--- src/rtl/wsc_pkg.sv ---
// constants of the wake source control register bank
//
// Overview of operation
// - internal control bit 7 set makes the second cyclic timer a wake source.
// - internal control bit 6 set makes the first cyclic timer a wake source.
// - internal bit 2 disables the watchdog in stop mode; hardware may update it.
// - reserved bits of the wake control registers always read as zero.
// - external bit 7 clear: only wake events interrupt; set: every status bit.
// - external bit 5 enables measurement; wake inputs one and two stop waking.
// - external control bit 2 enables wake input three as a wake source.
// - external bit 1 enables wake input two unless measurement overrides.
// - external bit 0 enables wake input one unless measurement overrides.
// - CAN and LIN wake only when their bus mode field is wake capable.
// - fail-safe entry forces bus control xxx0 1001, external x0x0 0111.
// - power-on or soft reset gives external 0000 0111; restart x0x0 0xxx.
// - restart keeps both timer enables of internal control, clears the rest.
// - two-bit bias per input: none, pull-down, pull-up, automatic switching.
// - internal control sits at index 0x06 and resets to zero.
package wsc_pkg;
  localparam int APB_AW = 8;
  localparam int APB_DW = 32;
  localparam int NUM_WAKE_PINS = 3;
  // register indices, byte address is four times the index
  localparam logic [5:0] IDX_BUS_CTRL = 6'h04;
  localparam logic [5:0] IDX_INT_CTRL = 6'h06;
  localparam logic [5:0] IDX_EXT_CTRL = 6'h07;
  localparam logic [5:0] IDX_BIAS = 6'h08;
  localparam logic [5:0] IDX_FILTER = 6'h09;
  localparam logic [5:0] IDX_IRQ_STATUS = 6'h0A;
  localparam logic [5:0] IDX_IRQ_CLEAR = 6'h0B;
  localparam logic [5:0] IDX_IRQ_ENABLE = 6'h0C;
  localparam logic [5:0] IDX_LEVEL = 6'h0D;
  // writable bit masks
  localparam logic [7:0] BUS_CTRL_WMASK = 8'hFF;
  localparam logic [7:0] INT_CTRL_WMASK = 8'hC4;
  localparam logic [7:0] EXT_CTRL_WMASK = 8'hA7;
  localparam logic [7:0] BIAS_WMASK = 8'h3F;
  localparam logic [7:0] FILTER_WMASK = 8'h3F;
  // power-on and soft reset values
  localparam logic [7:0] BUS_CTRL_POR = 8'h20;
  localparam logic [7:0] INT_CTRL_POR = 8'h00;
  localparam logic [7:0] EXT_CTRL_POR = 8'h07;
  localparam logic [7:0] BIAS_POR = 8'h00;
  localparam logic [7:0] FILTER_POR = 8'h00;
  // restart: bits kept, all others cleared
  localparam logic [7:0] BUS_CTRL_RST_KEEP = 8'hFF;
  localparam logic [7:0] INT_CTRL_RST_KEEP = 8'hC0;
  localparam logic [7:0] EXT_CTRL_RST_KEEP = 8'hA7;
  localparam logic [7:0] BIAS_RST_KEEP = 8'h3F;
  localparam logic [7:0] FILTER_RST_KEEP = 8'h3F;
  // fail-safe entry: kept bits and forced pattern
  localparam logic [7:0] BUS_CTRL_FS_KEEP = 8'hE0;
  localparam logic [7:0] BUS_CTRL_FS_VAL = 8'h09;
  localparam logic [7:0] EXT_CTRL_FS_KEEP = 8'hA0;
  localparam logic [7:0] EXT_CTRL_FS_VAL = 8'h07;
  // field positions
  localparam int INT_TIMER2_EN_BIT = 7;
  localparam int INT_TIMER1_EN_BIT = 6;
  localparam int INT_WD_STOP_BIT = 2;
  localparam int EXT_IRQ_ALL_BIT = 7;
  localparam int EXT_MEASURE_BIT = 5;
  localparam logic [1:0] BUS_MODE_WAKE = 2'h1;
  // status and source enable layout
  localparam int ST_WAKE1 = 0;
  localparam int ST_WAKE2 = 1;
  localparam int ST_WAKE3 = 2;
  localparam int ST_TIMER1 = 3;
  localparam int ST_TIMER2 = 4;
  localparam int ST_CAN = 5;
  localparam int ST_LIN = 6;
  localparam int ST_OTHER = 7;
  localparam logic [7:0] WAKE_ONLY_MASK = 8'h7F;
  localparam logic [7:0] ALL_STATUS_MASK = 8'hFF;
  localparam logic [6:0] SRC_EN_POR = 7'h07;
endpackage : wsc_pkg

--- src/rtl/wsc_sync_if.sv ---
// synchronised wake pin levels and change pulses
`timescale 1ns/100ps
interface wsc_sync_if #(parameter int N = 3);
  logic [N-1:0] level;
  logic [N-1:0] change;
  modport src (output level, output change);
  modport dst (input level, input change);
endinterface : wsc_sync_if

--- src/rtl/wsc_wake_sync.sv ---
// three-stage synchroniser and change detector for wake pins
`timescale 1ns/100ps
module wsc_wake_sync #(
  parameter int N = 3
) (
  input logic pclk,
  input logic presetn,
  input logic [N-1:0] wake_pin,
  wsc_sync_if.src sync
);
  import wsc_pkg::*;

  typedef struct packed {
    logic [N-1:0] s1;
    logic [N-1:0] s2;
    logic [N-1:0] s3;
    logic [N-1:0] level;
    logic [N-1:0] change;
  } wsc_sync_s;

  wsc_sync_s s;
  wsc_sync_s next_s;
  logic [N-1:0] differ;

  // level follows the pin once stages two and three agree
  always_comb begin
    next_s = s;
    next_s.s1 = wake_pin;
    next_s.s2 = s.s1;
    next_s.s3 = s.s2;
    differ = s.s2 ^ s.s3;
    next_s.level = (s.s3 & ~differ) | (s.level & differ);
    next_s.change = next_s.level ^ s.level;
  end

  // state register
  always_ff @(posedge pclk or negedge presetn) begin
    if (!presetn) begin
      s <= '0;
    end else begin
      s <= next_s;
    end
  end

  assign sync.level = s.level;
  assign sync.change = s.change;
endmodule : wsc_wake_sync

--- src/rtl/wsc_regs.sv ---
// wake source control registers with APB slave and interrupt
//
// The APB interface to the registers was chosen for this implementation.
`timescale 1ns/100ps
module wsc_regs (
  input logic pclk,
  input logic presetn,
  input logic psel,
  input logic penable,
  input logic pwrite,
  input logic [wsc_pkg::APB_AW-1:0] paddr,
  input logic [wsc_pkg::APB_DW-1:0] pwdata,
  input logic [3:0] pstrb,
  output logic [wsc_pkg::APB_DW-1:0] prdata,
  output logic pready,
  output logic pslverr,
  input logic [wsc_pkg::NUM_WAKE_PINS-1:0] wake_pin,
  input logic timer1_wake_evt,
  input logic timer2_wake_evt,
  input logic can_wake_evt,
  input logic lin_wake_evt,
  input logic other_status_evt,
  input logic normal_mode,
  input logic soft_reset,
  input logic restart_entry,
  input logic failsafe_entry,
  input logic wd_stop_update,
  input logic wd_stop_value,
  output logic irq,
  output logic wake_request,
  output logic [6:0] wake_source_enable,
  output logic watchdog_stop_disable_bit,
  output logic measure_active,
  output logic [1:0] wake_input_one_bias,
  output logic [1:0] wake_input_two_bias,
  output logic [1:0] wake_input_three_bias,
  output logic [5:0] filter_config,
  output logic [7:0] bus_control
);
  import wsc_pkg::*;

  typedef struct packed {
    logic [7:0] bus_ctrl;
    logic [7:0] int_ctrl;
    logic [7:0] ext_ctrl;
    logic [7:0] bias;
    logic [7:0] filter;
    logic [7:0] status;
    logic [7:0] irq_en;
    logic [6:0] src_en;
    logic [7:0] rdata;
    logic slverr;
    logic irq;
    logic wake_req;
    logic measure_on;
  } wsc_state_s;

  wsc_state_s s;
  wsc_state_s next_s;

  wsc_sync_if #(.N(NUM_WAKE_PINS)) pins ();

  wsc_wake_sync #(.N(NUM_WAKE_PINS)) u_sync (
    .pclk(pclk),
    .presetn(presetn),
    .wake_pin(wake_pin),
    .sync(pins.src)
  );

  logic [5:0] idx;
  logic mapped;
  logic setup_phase;
  logic write_taken;
  logic [7:0] wbyte;
  logic [7:0] events;
  logic [7:0] set_vec;
  logic [7:0] clr_vec;
  logic [7:0] scope;
  logic [7:0] rd_mux;

  // merge writable bits only, others keep the stored value
  function automatic logic [7:0] merge(input logic [7:0] old,
                                       input logic [7:0] wd,
                                       input logic [7:0] mask);
    merge = (old & ~mask) | (wd & mask);
  endfunction : merge

  // address decode, unaligned or unknown index is an error
  always_comb begin
    idx = paddr[APB_AW-1:2];
    mapped = 1'b0;
    if (paddr[1:0] == 2'h0) begin
      unique case (idx)
        IDX_BUS_CTRL, IDX_INT_CTRL, IDX_EXT_CTRL, IDX_BIAS, IDX_FILTER,
        IDX_IRQ_STATUS, IDX_IRQ_CLEAR, IDX_IRQ_ENABLE, IDX_LEVEL:
          mapped = 1'b1;
        default: mapped = 1'b0;
      endcase
    end
  end

  // read data selection, reserved bits are held at zero
  always_comb begin
    unique case (idx)
      IDX_BUS_CTRL: rd_mux = s.bus_ctrl;
      IDX_INT_CTRL: rd_mux = s.int_ctrl & INT_CTRL_WMASK;
      IDX_EXT_CTRL: rd_mux = s.ext_ctrl & EXT_CTRL_WMASK;
      IDX_BIAS: rd_mux = s.bias & BIAS_WMASK;
      IDX_FILTER: rd_mux = s.filter & FILTER_WMASK;
      IDX_IRQ_STATUS: rd_mux = s.status;
      IDX_IRQ_ENABLE: rd_mux = s.irq_en;
      IDX_LEVEL: rd_mux = {5'h00, pins.level};
      default: rd_mux = 8'h00;
    endcase
  end

  // wake events gated by the effective source enables
  always_comb begin
    events = {other_status_evt, lin_wake_evt, can_wake_evt, timer2_wake_evt,
              timer1_wake_evt, pins.change};
    set_vec = events & {1'b1, s.src_en};
  end

  // next state: bus access, hardware update, mode entries
  always_comb begin
    next_s = s;
    setup_phase = psel && !penable;
    write_taken = psel && penable && pwrite && mapped && pstrb[0];
    wbyte = pwdata[7:0];
    clr_vec = 8'h00;
    // read data and error latched in the setup cycle
    if (setup_phase) begin
      next_s.rdata = mapped ? rd_mux : 8'h00;
      next_s.slverr = !mapped;
    end
    if (write_taken) begin
      unique case (idx)
        IDX_BUS_CTRL:
          next_s.bus_ctrl = merge(s.bus_ctrl, wbyte, BUS_CTRL_WMASK);
        IDX_INT_CTRL:
          next_s.int_ctrl = merge(s.int_ctrl, wbyte, INT_CTRL_WMASK);
        IDX_EXT_CTRL:
          next_s.ext_ctrl = merge(s.ext_ctrl, wbyte, EXT_CTRL_WMASK);
        IDX_BIAS:
          next_s.bias = merge(s.bias, wbyte, BIAS_WMASK);
        IDX_FILTER:
          next_s.filter = merge(s.filter, wbyte, FILTER_WMASK);
        IDX_IRQ_CLEAR: clr_vec = wbyte;
        IDX_IRQ_ENABLE: next_s.irq_en = wbyte;
        default: next_s.irq_en = s.irq_en;
      endcase
    end
    // device side update of the stop-mode watchdog bit
    if (wd_stop_update) begin
      next_s.int_ctrl[INT_WD_STOP_BIT] = wd_stop_value;
    end
    // restart keeps only the marked bits
    if (restart_entry) begin
      next_s.bus_ctrl = s.bus_ctrl & BUS_CTRL_RST_KEEP;
      next_s.int_ctrl = s.int_ctrl & INT_CTRL_RST_KEEP;
      next_s.ext_ctrl = s.ext_ctrl & EXT_CTRL_RST_KEEP;
      next_s.bias = s.bias & BIAS_RST_KEEP;
      next_s.filter = s.filter & FILTER_RST_KEEP;
    end
    // fail-safe forces a wakeable configuration
    if (failsafe_entry) begin
      next_s.bus_ctrl = (s.bus_ctrl & BUS_CTRL_FS_KEEP) | BUS_CTRL_FS_VAL;
      next_s.ext_ctrl = (s.ext_ctrl & EXT_CTRL_FS_KEEP) | EXT_CTRL_FS_VAL;
    end
    // soft reset restores power-on values
    if (soft_reset) begin
      next_s.bus_ctrl = BUS_CTRL_POR;
      next_s.int_ctrl = INT_CTRL_POR;
      next_s.ext_ctrl = EXT_CTRL_POR;
      next_s.bias = BIAS_POR;
      next_s.filter = FILTER_POR;
    end
    // sticky status, a new event wins over a clear
    next_s.status = (s.status & ~clr_vec) | set_vec;
    // effective wake sources from the new configuration
    next_s.src_en[ST_WAKE1] = next_s.ext_ctrl[0]
                              && !next_s.ext_ctrl[EXT_MEASURE_BIT];
    next_s.src_en[ST_WAKE2] = next_s.ext_ctrl[1]
                              && !next_s.ext_ctrl[EXT_MEASURE_BIT];
    next_s.src_en[ST_WAKE3] = next_s.ext_ctrl[2];
    next_s.src_en[ST_TIMER1] = next_s.int_ctrl[INT_TIMER1_EN_BIT];
    next_s.src_en[ST_TIMER2] = next_s.int_ctrl[INT_TIMER2_EN_BIT];
    next_s.src_en[ST_CAN] = next_s.bus_ctrl[1:0] == BUS_MODE_WAKE;
    next_s.src_en[ST_LIN] = next_s.bus_ctrl[4:3] == BUS_MODE_WAKE;
    next_s.measure_on = next_s.ext_ctrl[EXT_MEASURE_BIT] && normal_mode;
    // interrupt scope, wake bits only unless all status is selected
    scope = next_s.ext_ctrl[EXT_IRQ_ALL_BIT] ? ALL_STATUS_MASK
                                              : WAKE_ONLY_MASK;
    next_s.irq = |(next_s.status & next_s.irq_en & scope);
    next_s.wake_req = |set_vec[6:0];
  end

  // state register
  always_ff @(posedge pclk or negedge presetn) begin
    if (!presetn) begin
      s <= '0;
      s.bus_ctrl <= BUS_CTRL_POR;
      s.ext_ctrl <= EXT_CTRL_POR;
      s.src_en <= SRC_EN_POR;
    end else begin
      s <= next_s;
    end
  end

  // outputs
  assign prdata = {24'h000000, s.rdata};
  assign pready = psel && penable;
  assign pslverr = psel && penable && s.slverr;
  assign irq = s.irq;
  assign wake_request = s.wake_req;
  assign wake_source_enable = s.src_en;
  assign watchdog_stop_disable_bit = s.int_ctrl[INT_WD_STOP_BIT];
  assign measure_active = s.measure_on;
  assign wake_input_one_bias = s.bias[1:0];
  assign wake_input_two_bias = s.bias[3:2];
  assign wake_input_three_bias = s.bias[5:4];
  assign filter_config = s.filter[5:0];
  assign bus_control = s.bus_ctrl;

  logic quiet;
  assign quiet = !soft_reset && !failsafe_entry && !restart_entry;
endmodule : wsc_regs

--- config.mk ---
export PLATFORM = sky130hd
export DESIGN_NAME = wsc_regs
export DESIGN_NICKNAME = d
export VERILOG_FILES = /design/src/rtl/wsc_pkg.sv /design/src/rtl/wsc_sync_if.sv /design/src/rtl/wsc_wake_sync.sv /design/src/rtl/wsc_regs.sv
export SDC_FILE = /design/constraint.sdc
export NUM_CORES = 1
export LEC_CHECK = 0
export BUFFER_PORTS_ARGS = -buffer_cell sky130_fd_sc_hd__buf_2
export CELL_PAD_IN_SITES_DETAIL_PLACEMENT = 1
export CELL_PAD_IN_SITES_GLOBAL_PLACEMENT = 1
export CORE_MARGIN = 2
export CORE_UTILIZATION = 40
export CTS_BUF_LIST = sky130_fd_sc_hd__clkbuf_4 sky130_fd_sc_hd__clkbuf_8
export DETAILED_ROUTE_END_ITERATION = 12
export GPL_ROUTABILITY_DRIVEN = 0
export HOLD_SLACK_MARGIN = 0.15
export PLACE_DENSITY = 0.94
export SLEW_MARGIN = 20
export SYNTH_ARGS = -nofsm -noshare
export SYNTH_HDL_FRONTEND = slang
export SYNTH_SLANG_ARGS = --single-unit
--- constraint.sdc ---
create_clock -name pclk -period 1.6 [get_ports pclk]
set_input_delay 0.32 -clock pclk [delete_from_list [all_inputs] [get_ports pclk]]
set_output_delay 0.32 -clock pclk [all_outputs]
set_load 0.1 [all_outputs]
* After elaboration in Yosys (flattened, before gate mapping) *
Memory sizes are Yosys's and may differ from the RTL's.
Cells that the tools add are included.

storage, ports and cells
  register bits = 90
  bits in read-only memories = 16
  input port bits = 63
  output and inout port bits = 65
  word-level logic and storage cells = 115
  memories kept = 1

memories
  name             words  bits a word  rd ports  clocked after memory_dff  write ports  RTL line        source
  (no name shown)  16     1            1         0                         0            wsc_regs.sv:93  unique case (idx)

operators by class
  equal/unequal tests = 14
  mux-type cells = 20
  bitwise logic cells = 16
  reduce and logical (&&, ||, !) cells = 39

operators with widths
  kind                  count
  $mux W40              3
  $mux W8               13
  $pmux W8 S8           1
  $eq A6 B4 Y1 const B  6
  $and A8 B8 Y8         4
  $eq A6 B3 Y1 const B  3
  $reduce_bool A3 Y1    6
  $or A8 B6 Y8          2
  $reduce_bool A4 Y1    4
  $reduce_and A2 Y1     5
  $logic_and A1 B1 Y1   9
  $reduce_and A3 Y1     3
  $not A8 Y8            1
  $or A6 B8 Y8          1
  $or A7 B8 Y8          1
  $or A8 B8 Y8          1
  $reduce_bool A2 Y1    4
  $reduce_or A8 Y1      1
  $reduce_or A7 Y1      1
  $and A3 B3 Y3         2
  $xor A3 B3 Y3         2
  $eq A2 B1 Y1 const B  2
  $logic_not A2 Y1      2
  $ne A2 B2 Y1 const B  2
  other kinds (6)       10

* Longest topological paths before layout *
  depth after elaboration = 13
  mapped depth = 8
  mapped depth without buffers = 6

* Hierarchy *
From an unflattened synthesis, not the netlist that was laid out.

unflattened totals
  cell total of the unflattened synthesis = 374
  area total of the unflattened synthesis = 3962.6 µm²

by module, submodules not included
  module         instances  cells each  area an instance (µm²)  seq. area each (µm²)
  wsc_regs       1          340         3463.3                  1508.9
  wsc_wake_sync  1          34          499.2                   375.4

* Worst setup path before layout *
OpenSTA, ideal clock, no wires.

  path type = input -> register
  start point = in paddr[1] (netlist bit)
  end point = reg s (netlist bit irq)
  library setup time = 0.143 ns
  arrival time = 2.442 ns
  required time = 1.457 ns
  slack = -0.984 ns
  stages = 8
  buffers on the path = 2
  cells stage by stage = or4_4 > or2_1 > buf_2 > or3b_1 > buf_6 > mux2_4 > a222oi_1 > nand4_1

RTL lines
  item                  RTL line         source
  start, declared       wsc_regs.sv:11   input logic [wsc_pkg::APB_AW-1:0] paddr,
  end signal, assigned  wsc_regs.sv:206  s <= next_s;
  end, declared         wsc_regs.sv:58   wsc_state_s s;

==> flow_metrics.tcl <==
set metrics [dict create \
    status "complete, but fails checks" \
    violations "negative setup slack" \
    final_cell_mix "dfrtp_1 (69), buf_2 (62), buf_4 (42)" \
    wl_met3_mm 1.18 \
    cts.root.buffer_cell "clkbuf_8" \
    setup_slack_ns -0.719 \
    syn_area_um2 3820 \
    hpwl_mm 8.71 \
    postSynthCellCount 355 \
    drt_first_pass_iters 5 \
    pre_cts_slack_ns -1.12 \
    yosysSeqAreaShare_pct 49.4 \
    start_util_pct 41.3 \
    die_h_um 102 \
    timing.setup.tns_ns -23.27 \
    cp_cell_sequence "buf_6 -> or4_4 -> or2_4 -> or3b_4 -> mux2_4 -> a222oi_1 -> nand4_1" \
    ant_nets 0 \
    rows 35 \
    power_frac_clock_pct 35.6 \
    overflow 0 \
    grt_max_degree 76 \
    grt_pass1_vias 3526 \
    period_needed_ns 2.32 \
    highest-signal-layer "met4" \
    wl_mm 15.7 \
    grt_util_all_layers_pct 27.3 \
    internal_power_mw 2.87 \
    antenna_cells 0 \
    ioPinCount 128 \
    synth-seq-cells 75 \
    critical_path_class "primary input to flip-flop" \
    slew_headroom_pct 49.7 \
    wire_per_inst_um 26.2 \
    synth_top_area_share_pct 45.2 \
    yosysUniqueCellTypes 48 \
    fin_crit_sh_pct 145 \
    fmax_mhz 431 \
    cp_max_fo 5 \
    antenna_found_initial 0 \
    synth.area.top_cells "dfrtp_1 (45%), buf_4 (12%), mux2i_1 (7.1%)" \
    clk_pin_slew_ns 0.10 \
    mostFrequentLayoutCell "dfrtp_1" \
    ys.flop_type "dfrtp_1" \
    hp-start "normal_mode" \
    hp-class "primary input to flip-flop" \
    synth.avg_cell_area_um2 10.7 \
    cp_slowest_cell "or4_4" \
    fp.coreArea_um2 9240 \
    slowest_delay_ns 0.53 \
    crit_arrival_ns 2.56 \
    seq_power_share_pct 45.5 \
    drv_cap 0 \
    clock_sinks 75 \
    worst_ep_required_time_ns 1.84 \
    via_count 3507 \
    worstSetupEndpointType "flip-flop" \
    finish.utilization_pct 57.4 \
    skew_ns 0.0152 \
    drc 0 \
    wl_met1_mm 5.75 \
    cts_buffers 9 \
    clk_latency_ns 0.38 \
    finalHoldViolations 0 \
    synth.largest_area_cell "dfrtp_1" \
    slew_viol_final 0 \
    async_reset_ff_share_pct 100 \
    tightest_slew_ns 0.754 \
    h-tree-depth 3 \
    power.net_switching_mw 1.51 \
    synth_edf_count 0 \
    dr_wl_met2_mm 7.86 \
    p_per_area_nw_per_um2 826 \
    fin_nets 528 \
    rsz0062_at_grt "yes" \
    setup_viol 58 \
    rr_startpoint "wake_input_two_bias[0]$_DFFE_PN0P_" \
    cp-start-kind "primary input" \
    vias_per_cell 5.85 \
    clock_path_buffers 2 \
    synth_warnings 0 \
    p_sw_share_pct 34.4 \
    cts_tree "built" \
    port_buffers 76 \
    combPwrFrac_pct 18.9 \
    layout-drive-gt1-share_pct 47.9 \
    grt_pass1_wl_mm 20.6 \
    crit_path_start "paddr[6]" \
    die_area_um2 10300 \
    area.growth.synth_to_final_pct 39.0 \
    nFillCells 995 \
    drt_first_iter_violations 301 \
    power_leakage_nw 2.51 \
    peakVddDrop_mv 0.519 \
    dieWidth_um 102 \
]
state kept, by name (all words and copies together) (netlist names):
signal,count
filter_config,6
bus_control,8
measure_active,1
prdata,8
u_sync.sync.change,3
wake_input_one_bias,2
wake_input_two_bias,2
watchdog_stop_disable_bit,1
u_sync.sync.level,3
wake_request,1
u_sync.s,3
irq,1
u_sync.next_s,6
wake_input_three_bias,2
wake_source_enable,7
s,21
per-stage QoR:
stage	instance area (um^2)	total power [mW]	std cells	hold slack, ns
global route	5310	4.50	599	0.158
global placement	4410	2.70	560	0.337
detailed placement	4410	2.73	560	0.337
floorplan	3910	2.53	378	0.0244
CTS	4950	4.25	587	0.164
finish	5310	4.38	599	0.159
area by class of cell:
cell class	count	area (um^2)	area share (%)
repair buffers	146	1160	22.0
inverters	2	7.51	0.141
clock buffers	10	131	2.48
flip-flops and latches	75	1880	35.5
well taps	129	161	3.04
clock inverters	6	65.1	1.23
multi-input cells	231	1890	35.7
critical path: cells and delay by family:
kind            cells  cell delay [ns]
compound gates      1             0.37
buf+inv             1             0.10
simple gates        4             1.43
mux                 1             0.34
path summary, 6_finish.rpt:
kind                                                endpoint  slack [ns]  cells after the start
setup / recovery                               irq$_DFF_PN0_       -0.72                      7
hold / removal                      measure_active$_DFF_PN0_        0.16                      2
setup reg to reg                       prdata[2]$_DFFE_PN0P_       -0.28                      5
hold reg to reg                   u_sync.next_s[8]$_DFF_PN0_        0.36                      0
max in group asynchronous  wake_source_enable[2]$_DFFE_PN1P_        0.74                      3
min in group asynchronous                    s[23]$_DFF_PN0_        0.52                      3
kinds of logic (layout without fill, tap and decap cells):
| logic type | Yosys count | count (layout) | synth area share [%] |
|---|---|---|---|
| AO/OA/AOI/OAI | 70 | 70 | 13.1 |
| XOR/XNOR | 2 | 2 | 0.459 |
| adder cells (fa/ha/maj) | 2 | 2 | 0.525 |
| buffers and inverters | 72 | 164 | 13.1 |
| flip-flops | 75 | 75 | 49.4 |
| multiplexers | 35 | 35 | 9.64 |
| other | 1 | 24 | 0.0983 |
| AND/OR/NAND/NOR | 98 | 98 | 13.7 |
synth_stat cells (5+ instances only):
cell type   n
a21oi_1    16
nor2_1     30
clkbuf_1    7
nand2b_1    5
dfrtp_1    69
nor3_1      7
buf_4      59
nand2_1    24
nor2b_1     6
a22o_1     20
a22oi_1    12
mux2i_1    27
and2_1      5
nand3_1     5
o21ai_0     9
dfstp_2     6
layer usage:
metal,vias up,track usage [%]
li1,1414,-
met1,1773,32.6
met2,235,47.5
met3,85,4.97
met4,0,12.7
met5,-,0
power groups by stage:
stage | sequential, mW | clock, mW | combinational, mW
floorplan | 2.04 | 0 | 0.492
global placement | 2.01 | 0 | 0.691
detailed placement | 2.01 | 0 | 0.711
CTS | 1.98 | 1.51 | 0.756
global route | 1.99 | 1.64 | 0.857
finish | 1.99 | 1.56 | 0.829
repair_timing:
action | CTS | global route
endpoints found under the hold margin | 72 | 0
gates resized for setup | 57 | 68
pin swaps | 16 | 24
cloned | 0 | 0
hold buffers | 4 | 0
setup buffers | 7 | 16
setup endpoints to repair | 56 | 61
(Power assumes the default switching activity.)
